## config.mk

```make
export PLATFORM = sky130hd
export DESIGN_NAME = iahw_ctrl
export DESIGN_NICKNAME = d
export VERILOG_FILES = /design/src/iahw_edge_latch.v /design/src/iahw_ctrl.v
export VERILOG_INCLUDE_DIRS = /design/src
export SDC_FILE = /design/constraint.sdc
export NUM_CORES = 1
export LEC_CHECK = 0
export BUFFER_PORTS_ARGS = -buffer_cell sky130_fd_sc_hd__buf_4
export CORE_ASPECT_RATIO = 0.8
export CORE_MARGIN = 2
export CORE_UTILIZATION = 50
export DETAILED_ROUTE_END_ITERATION = 10
export PLACE_DENSITY = 0.75
export SETUP_SLACK_MARGIN = 0.02
export SLEW_MARGIN = 10
export SYNTH_ARGS = -nofsm -noshare
export SYNTH_HDL_FRONTEND = slang
export SYNTH_SLANG_ARGS = --single-unit
```

## constraint.sdc

```tcl
create_clock -name clk_i -period 3.86 [get_ports clk_i]
set_input_delay 0.772 -clock clk_i [delete_from_list [all_inputs] [get_ports clk_i]]
set_output_delay 0.772 -clock clk_i [all_outputs]
set_load 0.02 [all_outputs]
```

## src/iahw_map.vh

```
// iahw_map.vh: register indices, field positions, reset values and timing
// constants of the interrupt and halt wake-up controller.
// assumes inclusion by bare name from the design files only.
`ifndef IAHW_MAP_VH
`define IAHW_MAP_VH

// register indices; byte address is four times the index
`define IAHW_IDX_MAIN_CLK   8'h38
`define IAHW_IDX_INT_STAT   8'h3d
`define IAHW_IDX_PER_EN     8'h3e
`define IAHW_IDX_EXT_SENSE  8'h3f
`define IAHW_IDX_WAKE_PR    8'h49
`define IAHW_IDX_WAKE_CS    8'h4a

// reset values
`define IAHW_RST_WAKE_PR    8'hff
`define IAHW_RST_BYTE       8'h00

// field positions
`define IAHW_BIT_SLOW_SEL   0
`define IAHW_BIT_HALT_WAKE  0
`define IAHW_BIT_MEASURE    1
`define IAHW_BIT_WAKE_FLAG  2
`define IAHW_BIT_MASK       7
`define IAHW_POS_EXT_PEND   4

// clocking and timing
`define IAHW_CLK_MHZ        250
`define IAHW_SLOW_DIV       32
`define IAHW_WAKE_TICK_MUL  64
`define IAHW_RCSTRT_NS      1000

// vectors: trap at the top, further sources two bytes apart below it
`define IAHW_VEC_TOP        16'hfffc
`define IAHW_PUSH_LAST      2'h3

`endif

```

## src/iahw_edge_latch.v

```verilog
// iahw_edge_latch.v: edge-latched request of one combined external source.
// assumes pins already synchronous to clk_i; clr_i is a one-cycle pulse.
`default_nettype none

module iahw_edge_latch #(
   parameter GRP = 2
) (
   input  wire           clk_i,
   input  wire           arst_n_i,
   input  wire [GRP-1:0] pins_i,
   input  wire [GRP-1:0] pin_en_i,
   input  wire           rise_i,
   input  wire           clr_i,
   output wire           pend_o
);

   reg  lvl_reg;
   reg  pend_reg;
   wire lvl;
   wire edge_hit;

   // a low enabled pin pulls the combined level low and blocks rising edges
   assign lvl      = &(pins_i | ~pin_en_i);
   assign edge_hit = rise_i ? (lvl & ~lvl_reg) : (~lvl & lvl_reg);
   assign pend_o   = pend_reg;

   // level history and sticky request; a new edge beats the clear
   always @(posedge clk_i or negedge arst_n_i) begin
      if (!arst_n_i) begin
         lvl_reg  <= 1'b1;
         pend_reg <= 1'b0;
      end else begin
         lvl_reg <= lvl;
         if (edge_hit)
            pend_reg <= 1'b1;
         else if (clr_i)
            pend_reg <= 1'b0;
      end
   end

endmodule
`default_nettype wire

```

## src/iahw_ctrl.v

```verilog
// iahw_ctrl.v: interrupt arbitration, service entry and return sequencing,
// slow clock enable and auto wake-up from halt, with a wishbone slave.
// assumes core strobes (instr_end, trap, return_from_handler, mask set/clear) are one-cycle
// pulses and wait/halt are levels, all synchronous to clk_i.
//
// Notes on behaviour
// - maskable requests serviced only when mask clear
// - reset sets the global mask
// - finish instruction, then push four core registers
// - service entry sets the global mask
// - load program counter with source vector
// - return pops registers and clears mask
// - fixed priority picks among simultaneous requests
// - any source wakes wait; halt-capable wake halt
// - trap enters handler regardless of mask
// - edge request latched, cleared on entry
// - low enabled pin blocks combined source
// - peripheral raises only if enabled and unmasked
// - write zero or status-then-associated access clears
// - slow select divides cpu clock by 32
// - wait during slow keeps divided clock
// - reset starts in normal run clocking
// - wake flag set by hardware, cleared on read
// - measure bit runs oscillator to capture input
// - halt-wake enable times halt then wakes
// - halt time is 64 times prescaler ticks plus start-up
// - prescaler write of zero is ignored
`default_nettype none
`include "iahw_map.vh"

module iahw_ctrl #(
   parameter NEXT        = 3,
   parameter GRP         = 2,
   parameter NPER        = 4,
   parameter [3:0] PER_HALT_CAP = 4'h0,
   parameter RC_DIV      = 8,
   parameter RCSTRT_NS   = `IAHW_RCSTRT_NS
) (
   input  wire                clk_i,
   input  wire                arst_n_i,
   // wishbone slave
   input  wire [9:0]          adr_i,
   input  wire [31:0]         dat_i,
   input  wire [3:0]          sel_i,
   input  wire                we_i,
   input  wire                cyc_i,
   input  wire                stb_i,
   output wire [31:0]         dat_o,
   output wire                ack_o,
   // core side
   input  wire                instr_end_i,
   input  wire                trap_i,
   input  wire                return_from_handler_i,
   input  wire                mask_set_i,
   input  wire                mask_clr_i,
   input  wire                wait_i,
   input  wire                halt_i,
   output wire                mask_o,
   output wire                push_o,
   output wire [1:0]          push_sel_o,
   output wire                pop_o,
   output wire [1:0]          pop_sel_o,
   output wire                pc_load_o,
   output wire [15:0]         program_counter_o,
   output wire                wake_o,
   output wire                cpu_ce_o,
   output wire                slow_wait_o,
   // sources
   input  wire [NEXT*GRP-1:0] ext_pins_i,
   input  wire [NEXT*GRP-1:0] ext_pin_en_i,
   input  wire [NPER-1:0]     per_set_i,
   input  wire [NPER-1:0]     per_assoc_i,
   // wake oscillator
   output wire                wake_osc_en_o,
   output wire                wake_osc_capture_o
);

   localparam NSRC = 2 + NEXT + NPER;
   localparam WSRC = NEXT + 1;
   localparam RCSTRT_CYC = (RCSTRT_NS * `IAHW_CLK_MHZ + 999) / 1000;
   localparam [1:0] SEQ_IDLE = 2'b00;
   localparam [1:0] SEQ_PUSH = 2'b01;
   localparam [1:0] SEQ_VEC  = 2'b10;
   localparam [1:0] SEQ_POP  = 2'b11;

   ////////////////////////////////////////////////////////////////////////
   // registers

   reg            ack_reg;
   reg  [7:0]     rd_reg;
   reg            slow_select_reg;
   reg  [7:0]     wake_prescale_reg;
   reg            wake_flag_reg;
   reg            wake_osc_measure_reg;
   reg            halt_wake_enable_reg;
   reg  [NPER-1:0] per_en_reg;
   reg  [NPER-1:0] per_flag_reg;
   reg  [NPER-1:0] per_arm_reg;
   reg  [NEXT-1:0] ext_rise_reg;
   reg            mask_reg;
   reg            trap_reg;
   reg            wake_pend_reg;
   reg  [1:0]     state_reg;
   reg  [1:0]     step_reg;
   reg  [3:0]     src_reg;
   reg            wake_out_reg;
   reg  [4:0]     slow_cnt_reg;
   reg            ce_reg;
   reg            slow_wait_reg;
   reg  [15:0]    rc_div_reg;
   reg            rc_sq_reg;
   reg            halt_prev_reg;
   reg            aw_run_reg;
   reg  [15:0]    aw_start_reg;
   reg  [13:0]    aw_tick_reg;

   ////////////////////////////////////////////////////////////////////////
   // bus decode

   wire [7:0] idx  = adr_i[9:2];
   wire       req  = cyc_i & stb_i;
   wire       acc  = req & ack_reg;
   wire       wr   = acc & we_i & sel_i[0];
   wire       rd   = acc & ~we_i;
   wire [7:0] wd   = dat_i[7:0];
   wire       hit_stat  = idx == `IAHW_IDX_INT_STAT;
   wire       hit_wcs   = idx == `IAHW_IDX_WAKE_CS;
   wire       hit_sense = idx == `IAHW_IDX_EXT_SENSE;
   wire [NEXT-1:0] ext_pend;

   assign ack_o = ack_reg;
   assign dat_o = {24'h000000, rd_reg};

   // read mux; unmapped indices read as zero
   reg [7:0] rd_mux;
   always @* begin
      rd_mux = `IAHW_RST_BYTE;
      case (idx)
         `IAHW_IDX_MAIN_CLK:
            rd_mux[`IAHW_BIT_SLOW_SEL] = slow_select_reg;
         `IAHW_IDX_INT_STAT: begin
            rd_mux[NPER-1:0] = per_flag_reg;
            rd_mux[`IAHW_POS_EXT_PEND +: NEXT] = ext_pend;
            rd_mux[`IAHW_BIT_MASK] = mask_reg;
         end
         `IAHW_IDX_PER_EN:
            rd_mux[NPER-1:0] = per_en_reg;
         `IAHW_IDX_EXT_SENSE:
            rd_mux[NEXT-1:0] = ext_rise_reg;
         `IAHW_IDX_WAKE_PR:
            rd_mux = wake_prescale_reg;
         `IAHW_IDX_WAKE_CS: begin
            rd_mux[`IAHW_BIT_WAKE_FLAG] = wake_flag_reg;
            rd_mux[`IAHW_BIT_MEASURE]   = wake_osc_measure_reg;
            rd_mux[`IAHW_BIT_HALT_WAKE] = halt_wake_enable_reg;
         end
         default:
            rd_mux = `IAHW_RST_BYTE;
      endcase
   end

   // one wait state: ack in the cycle after the request, data with it
   always @(posedge clk_i or negedge arst_n_i) begin
      if (!arst_n_i) begin
         ack_reg <= 1'b0;
         rd_reg  <= `IAHW_RST_BYTE;
      end else begin
         ack_reg <= req & ~ack_reg;
         if (req & ~ack_reg)
            rd_reg <= rd_mux;
      end
   end

   ////////////////////////////////////////////////////////////////////////
   // external sources

   wire            entry = (state_reg == SEQ_VEC);
   wire [7:0]      sense_chg = wd ^ {{(8-NEXT){1'b0}}, ext_rise_reg};

   genvar g;
   generate
      for (g = 0; g < NEXT; g = g + 1) begin : g_ext
         iahw_edge_latch #(
            .GRP(GRP)
         ) u_latch (
            .clk_i    (clk_i),
            .arst_n_i (arst_n_i),
            .pins_i   (ext_pins_i[g*GRP +: GRP]),
            .pin_en_i (ext_pin_en_i[g*GRP +: GRP]),
            .rise_i   (ext_rise_reg[g]),
            .clr_i    ((entry & (src_reg == g + 1)) |
                       (wr & hit_sense & sense_chg[g])),
            .pend_o   (ext_pend[g])
         );
      end
   endgenerate

   ////////////////////////////////////////////////////////////////////////
   // request vector and fixed priority, lowest index first

   wire            trap_now = trap_reg | trap_i;   // trap taken at its own boundary
   reg  [NSRC-1:0] raw;
   reg  [NSRC-1:0] halt_cap;
   reg  [3:0]      pick;
   reg             any_pick;
   integer         i;

   always @* begin
      raw = {NSRC{1'b0}};
      raw[0] = trap_now;
      raw[NEXT:1] = ext_pend;
      raw[WSRC] = wake_pend_reg;
      raw[NSRC-1:WSRC+1] = per_flag_reg & per_en_reg;
      halt_cap = {NSRC{1'b0}};
      halt_cap[NEXT:1] = {NEXT{1'b1}};
      halt_cap[WSRC] = 1'b1;
      halt_cap[NSRC-1:WSRC+1] = PER_HALT_CAP[NPER-1:0];
      pick = 4'h0;
      any_pick = trap_now;
      for (i = NSRC - 1; i > 0; i = i - 1) begin
         if (raw[i] & ~mask_reg) begin
            pick = i[3:0];
            any_pick = 1'b1;
         end
      end
      if (trap_now)
         pick = 4'h0;
   end

   ////////////////////////////////////////////////////////////////////////
   // service entry and return sequencer

   assign push_o            = (state_reg == SEQ_PUSH);
   assign push_sel_o        = step_reg;
   assign pop_o             = (state_reg == SEQ_POP);
   assign pop_sel_o         = step_reg;
   assign pc_load_o         = entry;
   assign program_counter_o = `IAHW_VEC_TOP - {11'h000, src_reg, 1'b0};
   assign mask_o            = mask_reg;

   always @(posedge clk_i or negedge arst_n_i) begin
      if (!arst_n_i) begin
         state_reg <= SEQ_IDLE;
         step_reg  <= 2'h0;
         src_reg   <= 4'h0;
         mask_reg  <= 1'b1;
      end else begin
         case (state_reg)
            SEQ_IDLE: begin
               step_reg <= 2'h0;
               if (return_from_handler_i)
                  state_reg <= SEQ_POP;
               else if (instr_end_i & any_pick) begin
                  src_reg   <= pick;
                  state_reg <= SEQ_PUSH;
               end else if (mask_set_i)
                  mask_reg <= 1'b1;
               else if (mask_clr_i)
                  mask_reg <= 1'b0;
            end
            SEQ_PUSH: begin
               step_reg <= step_reg + 2'h1;
               if (step_reg == `IAHW_PUSH_LAST)
                  state_reg <= SEQ_VEC;
            end
            SEQ_VEC: begin
               mask_reg  <= 1'b1;
               state_reg <= SEQ_IDLE;
            end
            SEQ_POP: begin
               step_reg <= step_reg + 2'h1;
               if (step_reg == `IAHW_PUSH_LAST) begin
                  mask_reg  <= 1'b0;
                  state_reg <= SEQ_IDLE;
               end
            end
            default:
               state_reg <= SEQ_IDLE;
         endcase
      end
   end

   ////////////////////////////////////////////////////////////////////////
   // trap, peripheral flags and control registers

   wire [NPER-1:0] per_wr_clr = (wr & hit_stat) ? ~wd[NPER-1:0] : {NPER{1'b0}};
   wire [NPER-1:0] per_seq_clr = per_arm_reg & per_assoc_i;
   wire            stat_acc = acc & hit_stat;

   always @(posedge clk_i or negedge arst_n_i) begin
      if (!arst_n_i) begin
         trap_reg        <= 1'b0;
         per_flag_reg    <= {NPER{1'b0}};
         per_arm_reg     <= {NPER{1'b0}};
         per_en_reg      <= {NPER{1'b0}};
         ext_rise_reg    <= {NEXT{1'b0}};
         slow_select_reg <= 1'b0;
      end else begin
         if (trap_i)
            trap_reg <= 1'b1;
         else if (entry & (src_reg == 4'h0))
            trap_reg <= 1'b0;
         // new event wins over either clearing path
         per_flag_reg <= per_set_i |
                         (per_flag_reg & ~per_wr_clr & ~per_seq_clr);
         if (stat_acc)
            per_arm_reg <= per_flag_reg;
         else
            per_arm_reg <= per_arm_reg & ~per_assoc_i & per_flag_reg;
         if (wr & (idx == `IAHW_IDX_PER_EN))
            per_en_reg <= wd[NPER-1:0];
         if (wr & hit_sense)
            ext_rise_reg <= wd[NEXT-1:0];
         if (wr & (idx == `IAHW_IDX_MAIN_CLK))
            slow_select_reg <= wd[`IAHW_BIT_SLOW_SEL];
      end
   end

   ////////////////////////////////////////////////////////////////////////
   // cpu clock enable and wake request

   assign cpu_ce_o    = ce_reg;
   assign slow_wait_o = slow_wait_reg;
   assign wake_o      = wake_out_reg;

   always @(posedge clk_i or negedge arst_n_i) begin
      if (!arst_n_i) begin
         slow_cnt_reg  <= 5'h00;
         ce_reg        <= 1'b1;
         slow_wait_reg <= 1'b0;
         wake_out_reg  <= 1'b0;
      end else begin
         slow_cnt_reg  <= slow_cnt_reg + 5'h01;
         ce_reg        <= ~slow_select_reg |
                          (slow_cnt_reg == `IAHW_SLOW_DIV - 1);
         slow_wait_reg <= slow_select_reg & wait_i;
         wake_out_reg  <= (wait_i & |raw) |
                          (halt_i & |(raw & halt_cap));
      end
   end

   ////////////////////////////////////////////////////////////////////////
   // wake oscillator divider and halt timer

   wire        osc_on  = wake_osc_measure_reg | aw_run_reg;
   wire        rc_tick = osc_on & (rc_div_reg == RC_DIV - 1);
   wire [13:0] aw_last = {wake_prescale_reg, 6'h00} - 14'h0001;
   wire        aw_fire = aw_run_reg & (aw_start_reg == 16'h0000) & rc_tick &
                         (aw_tick_reg == aw_last);
   wire        wcs_rd  = rd & hit_wcs;

   assign wake_osc_en_o      = osc_on;
   assign wake_osc_capture_o = wake_osc_measure_reg & rc_sq_reg;

   always @(posedge clk_i or negedge arst_n_i) begin
      if (!arst_n_i) begin
         rc_div_reg    <= 16'h0000;
         rc_sq_reg     <= 1'b0;
         halt_prev_reg <= 1'b0;
         aw_run_reg    <= 1'b0;
         aw_start_reg  <= 16'h0000;
         aw_tick_reg   <= 14'h0000;
      end else begin
         halt_prev_reg <= halt_i;
         if (!osc_on | rc_tick)
            rc_div_reg <= 16'h0000;
         else
            rc_div_reg <= rc_div_reg + 16'h0001;
         if (rc_tick)
            rc_sq_reg <= ~rc_sq_reg;
         if (halt_i & ~halt_prev_reg & halt_wake_enable_reg) begin
            aw_run_reg   <= 1'b1;
            aw_start_reg <= RCSTRT_CYC[15:0];
            aw_tick_reg  <= 14'h0000;
         end else if (!halt_i | aw_fire)
            aw_run_reg <= 1'b0;
         else if (aw_start_reg != 16'h0000)
            aw_start_reg <= aw_start_reg - 16'h0001;
         else if (rc_tick)
            aw_tick_reg <= aw_tick_reg + 14'h0001;
      end
   end

   ////////////////////////////////////////////////////////////////////////
   // wake registers: flag sticky, clear on read, set wins

   always @(posedge clk_i or negedge arst_n_i) begin
      if (!arst_n_i) begin
         wake_prescale_reg    <= `IAHW_RST_WAKE_PR;
         wake_flag_reg        <= 1'b0;
         wake_osc_measure_reg <= 1'b0;
         halt_wake_enable_reg <= 1'b0;
         wake_pend_reg        <= 1'b0;
      end else begin
         if (wr & (idx == `IAHW_IDX_WAKE_PR) & (wd != 8'h00))
            wake_prescale_reg <= wd;
         if (aw_fire)
            wake_flag_reg <= 1'b1;
         else if (wcs_rd)
            wake_flag_reg <= 1'b0;
         if (wr & hit_wcs) begin
            wake_osc_measure_reg <= wd[`IAHW_BIT_MEASURE];
            halt_wake_enable_reg <= wd[`IAHW_BIT_HALT_WAKE];
         end
         if (aw_fire)
            wake_pend_reg <= 1'b1;
         else if (entry & (src_reg == WSRC))
            wake_pend_reg <= 1'b0;
      end
   end

endmodule
`default_nettype wire

```

==> flow_summary.yaml <==
critical_path:
  criticalPathCategory: "reg -> reg"
  setup.worst_path.start_class: "flip-flop"
  r2r_start: "aw_start_reg[0]"
  worst_r2r_endpoint: "aw_tick_reg[11]"
  worstRegToRegCells: 8
  critical_path_required_ns: 4.13
  cp_max_fo: 15
  timing.reg2reg.setup_slack_ns: 0.93
  worst_setup_end_kind: "flip-flop"
  arrival_ns: 3.20
grt:
  grt_antenna_before_repair: 0
  grt_pass1_vias: 4521
  pin_count_of_the_biggest_net_entering_global_routing: 111
  gr-usage-all-layers: 0.211
  overflow: 0
  grt_first_pass_wirelength_um: 22000
clock_tree:
  postCtsResizedCells: 0
  tritoncts: "built"
  holdBufCountCts: 0
  cts_made_buffers: 9
  cts_root_buffer: "sky130_fd_sc_hd__clkbuf_16"
  cts_setup_buffers: 0
  cts_buffer_depth: 2
  clock_insertion_delay_worst_skew_ns: 0.35
  cts_max_level: 3
  clkSinkCount: 110
  path_clk_slew_ns: 0.07
layout:
  synthToLayoutAreaGrowth_pct: 14.2
  final_cell_mix: "97 x sky130_fd_sc_hd__dfrtp_1, 77 x sky130_fd_sc_hd__buf_4, 73 x sky130_fd_sc_hd__nand2_1"
  antenna_cells: 0
  most_frequent_standard_cell_in_the_layout_excluding_fill_and_tap_cells: "sky130_fd_sc_hd__dfrtp_1"
  fin_nets: 780
  layout_cells_sized_above_1: 0.196
  fin_cells: 843
flow_run:
  cap_viol_max_count: 0
drt:
  drtIter0Drc: 351
  drt_pass1_iterations: 4
  drt-vias-per-instance: 5.58
  detail_route.drc_violations: 0
  routed_wire_length_per_instance_um: 15.7
  finalWirelength_um: 13200
  via_count: 4704
  antenna_left: 0
floorplanning:
  die_h_um: 102
  num_io_pins: 140
  rows: 35
  floorplan.initialDensity: 0.518
  floorplan.core_area_mm2: 0.0116
  die_area_mm2: 0.0129
  dieWidth_um: 127
synth:
  synth_area_per_cell_um2: 9.59
  synth_cell_type_count: 61
  yosys_most_used_dff: "sky130_fd_sc_hd__dfrtp_1"
  synth_seq_area_share: 0.460
  ys_warn_count: 0
  syn-cell-area_mm2: 0.00602
  ys_async_sr_fraction: 1.00
  synth-seq-cells: 110
  syn-instance-count: 627
  synth-edff-count: 0
timing:
  finalWorstPathRequiredPeriod_ns: 2.93
  rsz0062_at_grt: "false"
  clock.fmax_ghz: 0.341
  finalSetupViolations: 0
  finClkSkew_ns: 0.00651
  final_min_period_over_clock_period: 0.759
  maxSlewHeadroom: 0.469
  final-max-slew-violation-count: 0
  fin_tns_setup_ns: 0
  transition_time_at_the_pin_with_the_least_slew_margin_ns: 0.786
  hold_violations: 0
pwr:
  p_leak_uw: 0.00310
  fin_total_pwr_uw: 3050
  p_per_area_mw_per_mm2: 444
  max-vdd-ir-drop_mv: 0.282
placement:
  place.gp.congestion: 0.844
  numPortBuffers: 75
  dpl.hpwl_um: 9580
  dpl.cell_count: 827
hold_path:
  worstHoldStart: "rc_sq_reg"
  hold_path_cells: 1
  hold_path_end: "rc_sq_reg"
  worst_hold_path_type: "reg -> reg"
run_status:
  status: "finished clean"
[layer usage]
metal  up-vias  global-route usage  wire length, um
li1       2264                   -                -
met1      2290               0.284             5990
met2       130               0.348             6280
met3        20              0.0450              758
met4         0              0.0600              189
met5         -                   0                0
[how the worst max path moves through the flow]
stage,from,endpoint,slack [ns],cells after the start
floorplan,wake_prescale_reg[0],aw_run_reg,1.08,12
global placement,adr_i[9],per_flag_reg[3],0.98,7
detailed placement,adr_i[9],per_flag_reg[1],0.88,7
CTS,aw_start_reg[0],aw_tick_reg[11],0.93,8
global route,aw_start_reg[0],aw_tick_reg[13],0.76,8
finish,aw_start_reg[0],aw_tick_reg[11],0.93,8
[critical path, cell delays in order (launching register included)]
cell                       delay, ns
sky130_fd_sc_hd__dfrtp_1        0.38
sky130_fd_sc_hd__inv_1          0.09
sky130_fd_sc_hd__ha_1           0.20
sky130_fd_sc_hd__nor4b_1        0.47
sky130_fd_sc_hd__nand4b_4       0.18
sky130_fd_sc_hd__or4b_4         0.62
sky130_fd_sc_hd__or2_4          0.30
sky130_fd_sc_hd__or4_1          0.46
sky130_fd_sc_hd__a21oi_1        0.16
[stage by stage]
stage                util  setup slack [ns]  hold WS [ns]  cell area, um2
global placement    0.565             0.979         0.434            6560
detailed placement  0.565             0.879         0.451            6560
CTS                 0.592             0.929         0.465            6870
finish              0.592             0.930         0.462            6870
global route        0.592             0.760         0.478            6870
floorplan               -              1.08         0.409            6140
[power breakdown]
group	switching, uW	leakage [uW]	total, uW	internal [uW]
clock network	442	0.000152	956	514
logic	364	0.00159	643	279
registers	160	0.00137	1450	1290
total	966	0.00310	3050	2080
[cells by family (layout without fill, tap and decap cells)]
| group | Yosys count | after routing | synth area share |
|---|---|---|---|
| AO/OA/AOI/OAI | 104 | 104 | 0.117 |
| adder cells (fa/ha/maj) | 12 | 12 | 0.0250 |
| buffers and inverters | 86 | 121 | 0.0778 |
| XOR/XNOR | 38 | 38 | 0.0553 |
| multiplexers | 25 | 25 | 0.0456 |
| flip-flops | 110 | 110 | 0.460 |
| other | 2 | 35 | 0.00125 |
| AND/OR/NAND/NOR | 250 | 250 | 0.218 |
[cell type report]
| type | instances | area [um2] |
|---|---|---|
| clock buffer | 9 | 225 |
| timing repair buffer | 78 | 598 |
| sequential | 110 | 2770 |
| tap | 148 | 185 |
| inverter | 27 | 101 |
| multi-input combinational | 464 | 2910 |
| clock inverter | 7 | 81.3 |
| fill | 1011 | 4740 |
[synth_stat cells, types with 5 or more instances]
cell                        n  share of area
sky130_fd_sc_hd__mux2_2    19          0.036
sky130_fd_sc_hd__nor2b_1    8         0.0083
sky130_fd_sc_hd__xor2_1    16          0.023
sky130_fd_sc_hd__or3_1      9         0.0094
sky130_fd_sc_hd__nor4_1    10          0.010
sky130_fd_sc_hd__nand2b_1  15          0.016
sky130_fd_sc_hd__buf_4     38          0.047
sky130_fd_sc_hd__nor2_1    44          0.027
sky130_fd_sc_hd__o211ai_1   8          0.010
sky130_fd_sc_hd__nor3_1    13          0.011
sky130_fd_sc_hd__clkbuf_1  19          0.012
sky130_fd_sc_hd__ha_1      12          0.025
sky130_fd_sc_hd__and3_1    14          0.015
sky130_fd_sc_hd__mux2i_1    6          0.010
sky130_fd_sc_hd__o21a_1     5         0.0062
sky130_fd_sc_hd__nand2_1   73          0.046
sky130_fd_sc_hd__o21ai_0   22          0.018
sky130_fd_sc_hd__dfstp_2   13          0.057
sky130_fd_sc_hd__a21oi_1   20          0.017
sky130_fd_sc_hd__dfrtp_1   97           0.40
sky130_fd_sc_hd__xnor2_1   22          0.032
sky130_fd_sc_hd__inv_1     27          0.017
sky130_fd_sc_hd__nand3_1   24          0.020
sky130_fd_sc_hd__o31ai_1   10          0.012
sky130_fd_sc_hd__or4_1      9          0.011
Power figures use the tool's default switching activity.
